`src/hdl/eeprom_prot_pkg.sv`:
```
`default_nettype none
package eeprom_prot_pkg;
   localparam logic [7:0] OP_LATCH_SET = 8'h06;
   localparam logic [7:0] OP_LATCH_CLR = 8'h04;
   localparam logic [7:0] OP_STAT_RD = 8'h05;
   localparam logic [7:0] OP_STAT_WR = 8'h01;
   localparam logic [7:0] OP_ARRAY_WR = 8'h02;
   localparam int ADDR_W = 10;
   localparam logic [ADDR_W-1:0] PROT_QTR_BASE = 10'h300;
   localparam logic [ADDR_W-1:0] PROT_HALF_BASE = 10'h200;
   localparam logic [1:0] BP_NONE = 2'h0;
   localparam logic [1:0] BP_QTR = 2'h1;
   localparam logic [1:0] BP_HALF = 2'h2;
   localparam logic [1:0] BP_ALL = 2'h3;
   localparam logic NV_PIN_EN_RST = 1'b0;
   localparam logic [1:0] NV_BP_RST = 2'h0;
   localparam logic LATCH_RST = 1'b0;
   localparam int unsigned CLK_PERIOD_NS = 20;
   localparam int unsigned WR_CYCLE_NS = 100000;
   localparam int unsigned WR_CYCLE_CLKS = WR_CYCLE_NS / CLK_PERIOD_NS;
   localparam logic [2:0] BYTE_ADDR_LO = 3'h2;
   localparam logic [2:0] BYTE_STAT_DATA = 3'h1;
   localparam logic [2:0] BYTE_WR_MIN = 3'h4;
   localparam logic [3:0] PIN_SYNC_RST = 4'h6;

   typedef struct packed {
      logic sck;
      logic csN;
      logic si;
      logic wpN;
   } spi_pins_t;

   typedef struct packed {
      logic protect_pin_enable;
      logic [2:0] dontCare;
      logic block_protect_high;
      logic block_protect_low;
      logic latch_state_bit;
      logic busy_flag;
   } protection_status_t;

   typedef enum logic [5:0] {
      PH_IDLE = 6'b000001,
      PH_CMD = 6'b000010,
      PH_ADDR = 6'b000100,
      PH_DATA = 6'b001000,
      PH_STAT = 6'b010000,
      PH_SKIP = 6'b100000
   } phase_t;
endpackage
`default_nettype wire

```
`src/hdl/pin_sync.sv`:
```
`timescale 1ns/10ps
`default_nettype none
module pin_sync #(
   parameter int WIDTH = 4,
   parameter logic [WIDTH-1:0] RESET_VAL = '0
) (
   input wire logic clk, // sampling clock
   input wire logic rst_n, // async reset, active low
   input wire logic [WIDTH-1:0] d, // asynchronous inputs
   output logic [WIDTH-1:0] q // synchronised copy
);
   logic [WIDTH-1:0] meta_r;

   always_ff @(posedge clk or negedge rst_n) begin
      if (!rst_n) begin
         meta_r <= RESET_VAL;
         q <= RESET_VAL;
      end else begin
         meta_r <= d;
         q <= meta_r;
      end
   end
endmodule
`default_nettype wire

```
`src/hdl/spi_eeprom_write_protect_status.sv`:
```
`timescale 1ns/10ps
`default_nettype none
// Functional notes
// [RULE1] no internal write without latch set
// [RULE2] latch-set sets, latch-clear clears latch
// [RULE3] latch cleared at reset, clear, writes
// [RULE4] status read answered even while busy
// [RULE5] status layout: pin-enable,x,x,x,bph,bpl,latch,busy
// [RULE6] busy reads one during write, read-only
// [RULE7] latch bit read-only, follows set/clear
// [RULE8] latch zero blocks every array write
// [RULE9] block-protect bits only via status write
// [RULE10] block-protect codes select protected address range
// [RULE11] nonvolatile pin-enable gates protect pin
// [RULE12] hw protection: pin low and enable
// [RULE13] hw protection blocks only status writes
// [RULE14] master ends write frames on byte boundary
// [RULE15] accesses during write cycle ignored
// [RULE16] power-on: deselected, latch clear, output off
// [RULE17] opcodes 06,04,05,01 sent msb first
// [RULE18] latch set needs select raised after opcode
// [RULE19] started write completes despite pin change
// [RULE20] status write ignores 6-4, busy then clear
module spi_eeprom_write_protect_status #(
   parameter int unsigned WR_CYCLE_CLKS = eeprom_prot_pkg::WR_CYCLE_CLKS
) (
   input wire logic mclk, // system clock, 50 MHz
   input wire logic rst_n, // async reset, active low
   input wire logic sck, // serial clock pin
   input wire logic csN, // chip select pin, active low
   input wire logic si, // serial data in pin
   input wire logic wpN, // write-protect pin, active low
   output logic so, // serial data out
   output logic soOeN, // low while so is driven
   output logic arrayWrGo, // pulse: array write cycle starts
   output logic [9:0] arrayWrAddr, // start address of that cycle
   output logic writeBusy, // self-timed cycle running
   output logic hwProtected // hardware protection in force
);
   eeprom_prot_pkg::spi_pins_t pinsIn, pinsSync;
   eeprom_prot_pkg::protection_status_t statusByte;
   eeprom_prot_pkg::phase_t phase_r;
   logic sckDly_r, csDly_r, sckRise, sckFall, csRise, selected, byteEnd;
   logic [2:0] bitCnt_r, byteCnt_r;
   logic [7:0] shift_r, byteIn, opcode_r, statusIn_r;
   logic [9:0] addr_r, arrayWrAddr_r;
   logic [1:0] blockProt_r;
   logic latch_r, pinEnable_r, pendStatus_r;
   logic frameOk, latchSetEv, latchClrEv, statusWrEv, arrayWrEv;
   logic hwProt, addrProt, statusGo, arrayGo, cycleStart, timerDone;
   logic so_r, soOeN_r, arrayWrGo_r, hwProtected_r;

   assign pinsIn = {sck, csN, si, wpN};

   pin_sync #(
      .WIDTH(4),
      .RESET_VAL(eeprom_prot_pkg::PIN_SYNC_RST)
   ) u_pin_sync (
      .clk(mclk),
      .rst_n(rst_n),
      .d(pinsIn),
      .q(pinsSync)
   );

   always_ff @(posedge mclk or negedge rst_n) begin
      if (!rst_n) begin
         sckDly_r <= 1'b0;
         csDly_r <= 1'b1;
      end else begin
         sckDly_r <= pinsSync.sck;
         csDly_r <= pinsSync.csN;
      end
   end

   assign selected = ~pinsSync.csN;
   assign sckRise = pinsSync.sck & ~sckDly_r;
   assign sckFall = ~pinsSync.sck & sckDly_r;
   assign csRise = pinsSync.csN & ~csDly_r;
   assign byteIn = {shift_r[6:0], pinsSync.si};
   assign byteEnd = selected & sckRise & (bitCnt_r == 3'h7);

   // bit and byte counters restart with every frame
   always_ff @(posedge mclk or negedge rst_n) begin
      if (!rst_n) begin
         bitCnt_r <= 3'h0;
         byteCnt_r <= 3'h0;
         shift_r <= 8'h00;
      end else if (!selected) begin
         bitCnt_r <= 3'h0;
         byteCnt_r <= 3'h0;
      end else if (sckRise) begin
         bitCnt_r <= bitCnt_r + 3'h1;
         shift_r <= byteIn;
         // saturates: only "four or more" matters for array writes
         if (bitCnt_r == 3'h7 && byteCnt_r != 3'h7) begin
            byteCnt_r <= byteCnt_r + 3'h1;
         end
      end
   end

   always_ff @(posedge mclk or negedge rst_n) begin
      if (!rst_n) begin
         phase_r <= eeprom_prot_pkg::PH_IDLE;
         opcode_r <= 8'h00;
      end else if (!selected) begin
         phase_r <= eeprom_prot_pkg::PH_IDLE;
      end else begin
         unique case (phase_r)
            eeprom_prot_pkg::PH_IDLE: begin
               phase_r <= eeprom_prot_pkg::PH_CMD;
            end
            eeprom_prot_pkg::PH_CMD: begin
               if (byteEnd) begin
                  opcode_r <= byteIn;
                  if (byteIn == eeprom_prot_pkg::OP_STAT_RD) begin // RULE17
                     phase_r <= eeprom_prot_pkg::PH_STAT; // RULE4
                  end else if (writeBusy) begin
                     phase_r <= eeprom_prot_pkg::PH_SKIP; // RULE15
                  end else if (byteIn == eeprom_prot_pkg::OP_ARRAY_WR) begin
                     phase_r <= eeprom_prot_pkg::PH_ADDR;
                  end else if (byteIn == eeprom_prot_pkg::OP_STAT_WR ||
                               byteIn == eeprom_prot_pkg::OP_LATCH_SET ||
                               byteIn == eeprom_prot_pkg::OP_LATCH_CLR) begin // RULE17
                     phase_r <= eeprom_prot_pkg::PH_DATA;
                  end else begin
                     phase_r <= eeprom_prot_pkg::PH_SKIP;
                  end
               end
            end
            eeprom_prot_pkg::PH_ADDR: begin
               if (byteEnd && byteCnt_r == eeprom_prot_pkg::BYTE_ADDR_LO) begin
                  phase_r <= eeprom_prot_pkg::PH_DATA;
               end
            end
            eeprom_prot_pkg::PH_DATA: begin
               phase_r <= eeprom_prot_pkg::PH_DATA;
            end
            eeprom_prot_pkg::PH_STAT: begin
               phase_r <= eeprom_prot_pkg::PH_STAT;
            end
            eeprom_prot_pkg::PH_SKIP: begin
               phase_r <= eeprom_prot_pkg::PH_SKIP;
            end
            default: begin
               phase_r <= eeprom_prot_pkg::PH_IDLE;
            end
         endcase
      end
   end

   // only the low address bits exist; the upper six are don't care
   always_ff @(posedge mclk or negedge rst_n) begin
      if (!rst_n) begin
         addr_r <= 10'h000;
         statusIn_r <= 8'h00;
      end else if (byteEnd) begin
         if (phase_r == eeprom_prot_pkg::PH_ADDR) begin
            if (byteCnt_r == eeprom_prot_pkg::BYTE_ADDR_LO) begin
               addr_r[7:0] <= byteIn;
            end else begin
               addr_r[9:8] <= byteIn[1:0];
            end
         end else if (phase_r == eeprom_prot_pkg::PH_DATA &&
                      opcode_r == eeprom_prot_pkg::OP_STAT_WR &&
                      byteCnt_r == eeprom_prot_pkg::BYTE_STAT_DATA) begin
            statusIn_r <= byteIn;
         end
      end
   end

   // a frame counts only if select rises on a byte boundary
   assign frameOk = csRise & (bitCnt_r == 3'h0) &
                    (phase_r == eeprom_prot_pkg::PH_DATA); // RULE14 RULE18
   assign latchSetEv = frameOk & (byteCnt_r == 3'h1) &
                       (opcode_r == eeprom_prot_pkg::OP_LATCH_SET);
   assign latchClrEv = frameOk & (byteCnt_r == 3'h1) &
                       (opcode_r == eeprom_prot_pkg::OP_LATCH_CLR);
   assign statusWrEv = frameOk & (byteCnt_r == 3'h2) &
                       (opcode_r == eeprom_prot_pkg::OP_STAT_WR);
   assign arrayWrEv = frameOk & (byteCnt_r >= eeprom_prot_pkg::BYTE_WR_MIN) &
                      (opcode_r == eeprom_prot_pkg::OP_ARRAY_WR);

   assign hwProt = ~pinsSync.wpN & pinEnable_r; // RULE11 RULE12

   // blocks are aligned wider than a page, so the start address decides
   always_comb begin
      unique case (blockProt_r) // RULE10
         eeprom_prot_pkg::BP_NONE: addrProt = 1'b0;
         eeprom_prot_pkg::BP_QTR: addrProt = (addr_r >= eeprom_prot_pkg::PROT_QTR_BASE);
         eeprom_prot_pkg::BP_HALF: addrProt = (addr_r >= eeprom_prot_pkg::PROT_HALF_BASE);
         eeprom_prot_pkg::BP_ALL: addrProt = 1'b1;
      endcase
   end

   // pin sampled only here; a cycle once begun is not revisited
   assign statusGo = statusWrEv & latch_r & ~hwProt & ~writeBusy; // RULE1 RULE13 RULE19
   assign arrayGo = arrayWrEv & latch_r & ~addrProt & ~writeBusy; // RULE8 RULE13 RULE15
   assign cycleStart = statusGo | arrayGo;

   write_timer #(
      .CYCLES(WR_CYCLE_CLKS)
   ) u_write_timer (
      .clk(mclk),
      .rst_n(rst_n),
      .start(cycleStart),
      .busy(writeBusy), // RULE6
      .done(timerDone)
   );

   always_ff @(posedge mclk or negedge rst_n) begin
      if (!rst_n) begin
         latch_r <= eeprom_prot_pkg::LATCH_RST; // RULE16
      end else if (timerDone) begin
         latch_r <= 1'b0; // RULE3
      end else if (latchClrEv) begin
         latch_r <= 1'b0; // RULE2 RULE3
      end else if (latchSetEv) begin
         latch_r <= 1'b1; // RULE2 RULE7
      end
   end

   // nonvolatile bits change only when their programming cycle ends
   always_ff @(posedge mclk or negedge rst_n) begin
      if (!rst_n) begin
         pendStatus_r <= 1'b0;
         pinEnable_r <= eeprom_prot_pkg::NV_PIN_EN_RST;
         blockProt_r <= eeprom_prot_pkg::NV_BP_RST;
      end else if (statusGo) begin
         pendStatus_r <= 1'b1;
      end else if (timerDone && pendStatus_r) begin
         pendStatus_r <= 1'b0;
         pinEnable_r <= statusIn_r[7]; // RULE9 RULE20
         blockProt_r <= statusIn_r[3:2]; // RULE9 RULE20
      end
   end

   always_comb begin
      statusByte.protect_pin_enable = pinEnable_r; // RULE5
      statusByte.dontCare = 3'h0;
      statusByte.block_protect_high = blockProt_r[1];
      statusByte.block_protect_low = blockProt_r[0];
      statusByte.latch_state_bit = latch_r; // RULE7
      statusByte.busy_flag = writeBusy; // RULE6
   end

   // status repeats for as long as the master keeps clocking
   always_ff @(posedge mclk or negedge rst_n) begin
      if (!rst_n) begin
         so_r <= 1'b0;
         soOeN_r <= 1'b1; // RULE16
      end else if (!selected) begin
         soOeN_r <= 1'b1;
      end else if (sckFall && phase_r == eeprom_prot_pkg::PH_STAT) begin
         soOeN_r <= 1'b0; // RULE4
         so_r <= statusByte[3'h7 - bitCnt_r];
      end
   end

   always_ff @(posedge mclk or negedge rst_n) begin
      if (!rst_n) begin
         arrayWrGo_r <= 1'b0;
         arrayWrAddr_r <= 10'h000;
         hwProtected_r <= 1'b0;
      end else begin
         arrayWrGo_r <= arrayGo;
         hwProtected_r <= hwProt;
         if (arrayGo) begin
            arrayWrAddr_r <= addr_r;
         end
      end
   end

   assign so = so_r;
   assign soOeN = soOeN_r;
   assign arrayWrGo = arrayWrGo_r;
   assign arrayWrAddr = arrayWrAddr_r;
   assign hwProtected = hwProtected_r;
endmodule
`default_nettype wire

```
`src/hdl/write_timer.sv`:
```
`timescale 1ns/10ps
`default_nettype none
module write_timer #(
   parameter int unsigned CYCLES = 16
) (
   input wire logic clk, // system clock
   input wire logic rst_n, // async reset, active low
   input wire logic start, // pulse: begin self-timed cycle
   output logic busy, // cycle running
   output logic done // pulse: cycle finished
);
   localparam int CNT_W = $clog2(CYCLES + 1);
   logic [CNT_W-1:0] cnt_r;

   always_ff @(posedge clk or negedge rst_n) begin
      if (!rst_n) begin
         cnt_r <= '0;
         busy <= 1'b0;
         done <= 1'b0;
      end else begin
         done <= 1'b0;
         if (start && !busy) begin
            busy <= 1'b1;
            cnt_r <= CNT_W'(CYCLES - 1);
         end else if (busy) begin
            if (cnt_r == '0) begin
               busy <= 1'b0;
               done <= 1'b1;
            end else begin
               cnt_r <= cnt_r - 1'b1;
            end
         end
      end
   end
endmodule
`default_nettype wire

```
`config.mk`:
```
export PLATFORM = sky130hd
export DESIGN_NAME = spi_eeprom_write_protect_status
export DESIGN_NICKNAME = d
export VERILOG_FILES = /design/src/hdl/eeprom_prot_pkg.sv /design/src/hdl/pin_sync.sv /design/src/hdl/spi_eeprom_write_protect_status.sv /design/src/hdl/write_timer.sv
export SDC_FILE = /design/constraint.sdc
export NUM_CORES = 1
export LEC_CHECK = 0
export ABC_AREA = 1
export BUFFER_PORTS_ARGS = -buffer_cell sky130_fd_sc_hd__clkbuf_2
export CELL_PAD_IN_SITES_DETAIL_PLACEMENT = 1
export CELL_PAD_IN_SITES_GLOBAL_PLACEMENT = 2
export CORE_MARGIN = 5
export CORE_UTILIZATION = 40
export DETAILED_ROUTE_END_ITERATION = 7
export PLACE_DENSITY_LB_ADDON = 0.1
export SLEW_MARGIN = 20
export SYNTH_ARGS = -nofsm -noshare
export SYNTH_HDL_FRONTEND = slang
export SYNTH_SLANG_ARGS = --single-unit
```
`constraint.sdc`:
```
create_clock -name mclk -period 4.2 [get_ports mclk]
set_input_delay 0.42 -clock mclk [delete_from_list [all_inputs] [get_ports mclk]]
set_output_delay 0.42 -clock mclk [all_outputs]
set_load 0.1 [all_outputs]
```
# --- After elaboration in Yosys (flattened, before gate mapping) ---
# Index checks and enable logic that the tools add are counted.
classes:
  n_addsub: 4
  n_lt_le_gt_ge: 4
  eq_ne: 25
  mux: 32
  bitwise: 33
  n_reduce_logical: 29
ops:
  columns: ["operator", "count"]
  rows:
  - ["6-bit 2-to-1 mux", 7]
  - ["8-bit by 3-bit == test with 1-bit output, second input constant", 5]
  - ["13-bit 2-to-1 mux", 3]
  - ["6-bit case mux with 6 select lines", 1]
  - ["1-bit bitwise AND", 21]
  - ["10-bit >= comparator, second input constant", 2]
  - ["8-bit by 1-bit == test with 1-bit output, second input constant", 2]
  - ["8-bit by 2-bit == test with 1-bit output, second input constant", 2]
  - ["3-bit 2-to-1 mux", 5]
  - ["1-bit 2-to-1 mux", 14]
  - ["13-bit logical NOT", 1]
  - ["13-bit by 1-bit subtractor with 13-bit output, second input constant", 1]
  - ["2-bit AND reduction", 6]
  - ["3-bit AND reduction", 4]
  - ["1-bit NOT", 11]
  - ["2-bit nonzero test", 5]
  - ["1-bit logical AND", 7]
  - ["3-bit by 1-bit adder with 3-bit output, second input constant", 2]
  - ["6-bit by 1-bit == test with 1-bit output, second input constant", 1]
  - ["6-bit by 2-bit == test with 1-bit output, second input constant", 1]
  - ["6-bit by 3-bit == test with 1-bit output, second input constant", 1]
  - ["6-bit by 4-bit == test with 1-bit output, second input constant", 1]
  - ["6-bit by 5-bit == test with 1-bit output, second input constant", 1]
  - ["6-bit == test, second input constant", 1]
  - ["19 further kinds", 22]
totals:
  reg_bits: 89
  inputBits: 6
  output_inout_bits: 15

# --- Longest topological paths before layout ---
# Gate-level depths: netlist (run 1).
depth:
  depth_word: 13
  ltp_mapped: 11
  depth_no_buf: 11

# --- Cells and area by module ---
# Synthesis (run 1) repeated with hierarchy kept, for this count alone.
unflattened:
  hier_cells: 472
  hier_area_um2: 4070.2
modules_own_cells:
  columns: ["module", "n_inst", "cells_per_inst", "area_each_um2", "seq_area_each_um2"]
  rows:
  - ["spi_eeprom_write_protect_status", 1, 339, 2921.6, 1530.2]
  - ["write_timer", 1, 125, 943.4, 375.4]
  - ["pin_sync", 1, 8, 205.2, 205.2]

# --- Worst setup path before layout (run 1) ---
# OpenSTA, ideal clock, no wires.
synth_path:
  path_type: "register to register"
  start: "reg u_write_timer.busy"
  end: "reg u_write_timer.cnt_r[2]"
  setup_time_ps: 137
  arrival_ps: 1909
  t_required_ps: 4063
  slack_ps: 2154
  path_stages_with_launch: 11
  n_path_buf: 1
  cell_sequence: "dfrtp_1 > buf_4 > inv_2 > nand2_1 > nor2_1 > nand2_1 > inv_2 > nand3_1 > nor2_4 > nor2_1 > nand3_1"
synth_via:
  elab_chain_cells: 6
  elab_cells_between_ends: 10
  classes_between: "eq/ne (1); mux (1); bitwise (4); reduce/logical (4)"
synth_lines:
  columns: ["item", "line_no", "rtl"]
  rows:
  - ["start: declaration", "write_timer.sv:9", "output logic busy,"]
  - ["start signal: assignment", "write_timer.sv:18", "busy <= 1'b0;"]
  - ["start signal: assignment", "write_timer.sv:23", "busy <= 1'b1;"]
  - ["start signal: assignment", "write_timer.sv:27", "busy <= 1'b0;"]
  - ["1-bit NOT", "spi_eeprom_write_protect_status.sv:196, spi_eeprom_write_protect_status.sv:197", null]
  - ["1-bit bitwise AND, on equally long branches", "spi_eeprom_write_protect_status.sv:196, spi_eeprom_write_protect_status.sv:197", null]
  - ["1-bit OR", "spi_eeprom_write_protect_status.sv:198", "assign cycleStart = statusGo | arrayGo;"]
  - ["1-bit logical AND", "write_timer.sv:22", "if (start && !busy) begin"]
  - ["2-bit by 1-bit inequality test with 1-bit output (no source line) / 2-bit nonzero test (equally long branches)", null, null]
  - ["2-bit AND reduction (no source line)", null, null]
  - ["end signal: assignment", "write_timer.sv:24", "cnt_r <= CNT_W'(CYCLES - 1);"]
  - ["end signal: assignment", "write_timer.sv:30", "cnt_r <= cnt_r - 1'b1;"]
  - ["end: declaration", "write_timer.sv:13", "logic [CNT_W-1:0] cnt_r;"]
# Parallel ways exist; a longest one is shown, timed or not.
# A chain may end at the register's enable or synchronous reset.

# --- Final worst setup path (run 1) ---
layout_path:
  start: "reg u_write_timer.busy"
  end: "out writeBusy"
layout_lines:
  columns: ["item", "line_no", "rtl"]
  rows:
  - ["end: declaration", "spi_eeprom_write_protect_status.sv:37", "output logic writeBusy,"]
# No word-level cell between the ends.

==> results of run 1 <==
## cells in the final DEF (no fill, tap or decap), types with 2 or more instances in the layout
cell type,Yosys,routed
dfrtp_1,77,77
nand2_1,124,124
nand3b_1,2,2
nor2_1,51,51
nand4_1,10,10
buf_4,1,2
o21ai_0,32,32
nor2_4,4,4
clkbuf_2,0,19
nor3_1,7,7
o21bai_1,2,2
ha_1,8,8
a21boi_0,2,2
nand3_2,4,4
inv_2,6,6
clkinvlp_4,0,4
nand3_1,33,33
dfstp_2,7,7
nor2_2,3,3
clkbuf_8,0,9
a21oi_1,10,10
inv_1,47,47
o21ai_1,10,10
nand2_2,4,4
## worst paths after layout
kind	end	from	slack, ns
max in group asynchronous	u_pin_sync.q[2]$_DFF_PN1_	rst_n	3.15
min	arrayWrAddr[7]$_DFFE_PN0P_	rst_n	0.04
min in group mclk	u_pin_sync.meta_r[2]$_DFF_PN1_	csN	0.14
min reg2reg	u_pin_sync.q[0]$_DFF_PN0_	u_pin_sync.meta_r[0]$_DFF_PN0_	0.35
max reg2reg	arrayWrAddr[9]$_DFFE_PN0P_	bitCnt_r[0]$_DFFE_PN0P_	2.37
max	writeBusy	u_write_timer.busy$_DFF_PN0_	2.27
## state kept, by name, indices dropped and copies added (netlist names), 2 cells and up
register and count:
shift_r 7, opcode_r 8, u_pin_sync.q 4, blockProt_r 2, u_pin_sync.meta_r 4, byteCnt_r 3, u_write_timer.cnt_r 13, statusIn_r 3
addr_r 10, arrayWrAddr 10, bitCnt_r 3, phase_r 6
## per-layer routing
| layer | vias up | global-route usage [%] |
|---|---|---|
| met5 | - | 0 |
| met4 | 0 | 6.14 |
| met3 | 11 | 2.88 |
| met2 | 28 | 27.6 |
| met1 | 1493 | 23.8 |
| li1 | 1541 | - |
## where the power goes
group          total, uW  internal, uW  leakage (uW)  switching [uW]
Clock                577           274     0.0000845             303
Combinational        130          33.6      0.000973            96.8
Sequential           855           837       0.00113            17.6
## layout make-up
type                            count  area (um^2)
Inverter                           54          205
Clock buffer                       10          128
Timing Repair Buffer               21          110
Multi-Input combinational cell    319         1600
Sequential cell                    84         2110
Fill cell                        1199         5350
Clock inverter                      6         65.1
Tap cell                          133          166
## per-stage QoR
stage                     hold WS (ns)  total power [uW]  worst slack (ns)
after CTS                       0.0533              1590              2.24
after global placement           0.333              1000              2.36
final                           0.0439              1560              2.27
after detailed placement         0.337              1000              2.33
after floorplan                  0.124               949              2.15
after global routing            0.0705              1650              2.09
## logic make-up (layout without fill, tap and decap cells)
group / Yosys count / in the layout
xor gates and xnor gates: 1 / 1
adders and majority gates: 8 / 8
AOI/OAI and AO/OA: 59 / 59
DFF: 84 / 84
and+or+nand+nor: 251 / 251
buffers and inverters: 60 / 91
==> results_dict.tcl, run 1 <==
set metrics [dict create \
    io_pins 21 \
    arrival_ns 1.51 \
    routed.top_layer "met4" \
    final_hold_viol_count 0 \
    end_kind "output pin" \
    met1_length_um 4660 \
    grt_antenna_before_repair 0 \
    start_util_pct 40.7 \
    cpPeakStageDelay_ns 0.61 \
    dp_cells 611 \
    tns_ns 0 \
    cp_top_family "flip-flops" \
    syn_area_per_cell_um2 8.55 \
    clk_latency_ns 0.35 \
    synth_fa_ha_area_share_pct 2.53 \
    ctsHoldBuffers 0 \
    crit_type "flop to output pin" \
    path_clk_slew_ns 0.09 \
    die_x_um 109 \
    yosys-top-cells-count "124 x nand2_1, 77 x dfrtp_1, 51 x nor2_1, 47 x inv_1, 33 x nand3_1" \
    drv_slew 0 \
    grt.overflow.total 0 \
    synth-seq-area-share_pct 53.3 \
    grt_usage_pct 17.3 \
    clockBufferDepth 2 \
    postLayoutCoreUtil_pct 45.0 \
    synth_compound_area_share_pct 7.94 \
    cts_setup_buffers 0 \
    path_buf_inv 1 \
    wl_met3_um 187 \
    vias 3073 \
    cts-root-buf "clkbuf_8" \
    ys_dominant_reg_cell "dfrtp_1" \
    dpl_cell_area_um2 4190 \
    die_area_um2 12000 \
    antennaDiodeCount 0 \
    ys_types 38 \
    place_congestion 0.770 \
    wire_per_inst_um 14.7 \
    synth_top_cell_area_share_pct 48.7 \
    rows 36 \
    path_cells "clkbuf_2" \
    synth_area_leaders "dfrtp_1 49%, nand2_1 12%, nor2_1 4.8%" \
    clock-sinks 84 \
    wirelength_um 9230 \
    synthXorXnorAreaFrac_pct 0.221 \
    synth_seq_cells 84 \
    cts_tree "built" \
    cp_num_cells 1 \
    critical-path-slowest-cell "dfrtp_1" \
    fp.dieH_um 109 \
    cts_buffers 9 \
    grt_pass1_wl_um 16200 \
    synth_top_family_by_area "simple AND/OR/NAND/NOR gates" \
    rsz0062_at_grt "no" \
    irDropWorstVdd_v 0.000153 \
    final_cell_area_um2 4380 \
    first_global_vias 3256 \
    htree_levels 3 \
    final_nets 503 \
    synth_edf_count 0 \
    period_share_pct 46.0 \
    finalSetupViolCount 0 \
    via_per_inst 4.90 \
    fp.coreArea_um2 9730 \
    drive_above_1_share_pct 14.8 \
    drc 0 \
    p_leak_uw 0.00219 \
    synth.most_common_cell "nand2_1" \
    power.density_nw_per_um2 357 \
    stdcell_count 627 \
    timing.fmax_ghz 0.517 \
    grt_max_degree 44 \
    fin_crit_ns 1.93 \
    required_ns 3.78 \
    dp_hpwl_um 6830 \
    dr.first_iter.drc_count 91 \
    ff2ff_path_depth 9 \
    synth.cell_area_um2 3960 \
    cp_max_fo 11 \
    worst_pin_slew_ns 0.676 \
    fin_skew_ns 0.0106 \
    cap_violations 0 \
    met2RoutedLength_um 4220 \
    cts_resized 0 \
    relSlewSlack_pct 54.5 \
    synth_async_sr_flop_share_pct 100 \
    status "finished, final reports clean" \
    synth_top_cell_by_area "dfrtp_1" \
    worstSetupStartpointType "flop" \
    syn_inst 463 \
    min_path_type "primary input to async pin" \
    muxShareOfSynthArea_pct 0 \
    area_growth_pct 10.7 \
    ant_nets 0 \
    numPortBuffers 20 \
    synth_warnings 0 \
    syn_nets 477 \
    dr.pass1.iters 4 \
    synthSimpleGateAreaFrac_pct 29.7 \
]
Note: power is estimated with default switching activity, not from simulation.
==> run 2, diff against run 1 <==
- CORE_UTILIZATION: 40 -> 37
- clock period: 4.2 -> 1.9 ns (I/O delays scaled with it)
==> results_dict.tcl, run 2 (synthesis results as in run 1) <==
set metrics [dict create \
    fin_crit_ns 1.74 \
    grt_use_met2_pct 26.9 \
    status "finished, final reports clean" \
    fp.dieH_um 113 \
    use_met3_pct 2.71 \
    grt.overflow.total 0 \
    final_common_cell "nand2_1" \
    cts_buffers 9 \
    grt_max_degree 30 \
    cts_tree "built" \
    dr.first_iter.drc_count 94 \
    fp.coreArea_um2 10400 \
    grt_antenna_before_repair 0 \
    worstSetupStartpointType "flop" \
    io_pins 21 \
    required_ns 2.14 \
    final_cell_mix "123 x nand2_1, 76 x dfrtp_1, 50 x nor2_1, 47 x inv_1, 33 x nand3_1" \
    antennaDiodeCount 0 \
    via_per_inst 4.88 \
    timing.fmax_ghz 0.573 \
    wirelength_um 9430 \
    grt_pass1_wl_um 16600 \
    grt_usage_pct 16.3 \
    power.density_nw_per_um2 752 \
    cp_max_fo 6 \
    r2r-start "bitCnt_r[0]$_DFFE_PN0P_" \
    drc 0 \
    worst_pin_slew_ns 0.544 \
    critical-path-slowest-cell "dfrtp_1" \
    dr.pass1.iters 4 \
    min_path_type "primary input to async pin" \
    setup.worst_path.end "u_write_timer.cnt_r[4]$_DFFE_PN0P_" \
    r2r_end "u_write_timer.cnt_r[4]$_DFFE_PN0P_" \
    crit_type "flop to flop" \
    p_leak_uw 0.00227 \
    ff2ff_path_depth 9 \
    drive_above_1_share_pct 16.7 \
    vias 3143 \
    relSlewSlack_pct 63.9 \
    cts-root-buf "clkbuf_8" \
    end_kind "flop" \
    wire_per_inst_um 14.6 \
    r2r_slack_ns 0.16 \
    irDropWorstVdd_v 0.000325 \
    place_congestion 0.810 \
    cap_violations 0 \
    dp_cells 622 \
    die_x_um 113 \
    rows 37 \
    drv_slew 0 \
    final_hold_viol_count 0 \
    clock-sinks 84 \
    top_register "u_write_timer.cnt_r" \
    dp_hpwl_um 7160 \
    path_clk_slew_ns 0.09 \
    finalSetupViolCount 0 \
    stdcell_count 644 \
    tns_ns 0 \
    clk_latency_ns 0.37 \
    cpPeakStageDelay_ns 0.43 \
    arrival_ns 1.99 \
    start_util_pct 38.2 \
    period_share_pct 91.8 \
    rsz0062_at_grt "no" \
    largest_reg_flops 13 \
    numPortBuffers 20 \
    startpoint "bitCnt_r[0]$_DFFE_PN0P_" \
    clockBufferDepth 2 \
    fin_skew_ns 0.00932 \
    ant_nets 0 \
    die_area_um2 12900 \
    use_met1_pct 21.4 \
    grt_busiest_layer "met2" \
    path_cells "inv_1, ha_1, inv_1, nor2_1, nand2_2, nor3_1, nand2_1, nand2_2, a21oi_1" \
    htree_levels 3 \
    final_nets 517 \
    area_growth_pct 14.7 \
    first_global_vias 3319 \
]
[run 2: cell types whose count changed in the layout (fill, tap and decap cells not counted), moves of 2 or more]
cell	previous run	this run
inv_6	0	2
clkbuf_8	9	11
dlygate4sd3_1	0	5
buf_4	2	9
clkinvlp_4	4	0
buf_12	0	2
[run 2: through the flow]
step           worst slack [ns]  util [%]  hold WS [ns]  total power [uW]  area (um^2)
2_1_floorplan             0.142         -        -0.106              2100         3960
3_3_place_gp              0.128      41.2         0.149              2210         4270
3_5_place_dp             0.0363      41.2         0.155              2220         4270
4_1_cts                  0.0177      43.4         0.286              3480         4500
5_1_grt                 0.00379      43.8         0.300              3620         4540
6_report                  0.155      43.8         0.292              3410         4540
[run 2: worst min-delay path by stage]
stage | slack, ns | start | cells after the start | endpoint
after floorplan | -0.11 | rst_n | 0 | addr_r[0]$_DFFE_PN0P_
after global placement | 0.15 | rst_n | 1 | arrayWrGo$_DFF_PN0_
after detailed placement | 0.16 | rst_n | 1 | arrayWrGo$_DFF_PN0_
after CTS | 0.29 | rst_n | 2 | arrayWrAddr[0]$_DFFE_PN0P_
after global routing | 0.30 | rst_n | 2 | arrayWrAddr[0]$_DFFE_PN0P_
final | 0.29 | rst_n | 2 | arrayWrAddr[3]$_DFFE_PN0P_
[run 2: repair_timing]
| item | 4_1_cts | 5_1_grt |
|---|---|---|
| endpoints found under the setup margin | 0 | 20 |
| gates resized for setup | 0 | 3 |
| buffers inserted | 0 | 1 |
| endpoints found under the hold margin | 30 | 0 |
| hold buffers | 5 | 0 |
[run 2: report_power, final]
group	internal (uW)	switching [uW]	total [uW]
combinational	86.4	206	293
sequential	1850	39.8	1890
clock	557	671	1230
[run 2: final cells by class]
cell class / instances / area [um^2]
fill: 1270 / 5830
clock buffer: 12 / 155
clock inverter: 4 / 31.3
inverter: 54 / 205
timing repair buffer: 35 / 253
multi-input combinational: 319 / 1610
sequential: 84 / 2110
tap: 136 / 170
[run 2: per-layer routing]
metal	vias to the layer above	wire length (um)
met1	1532	4550
met5	-	0
li1	1565	-
met2	33	4490
met3	13	225
met4	0	164
[run 2: critical path, delay by kind of cell, from the launching register on]
| kind | cells | cell delay (ns) |
|---|---|---|
| compound gates | 1 | 0.06 |
| fa+ha+maj | 1 | 0.16 |
| simple gates | 5 | 0.79 |
| buf+inv | 2 | 0.17 |
| flops | 1 | 0.43 |
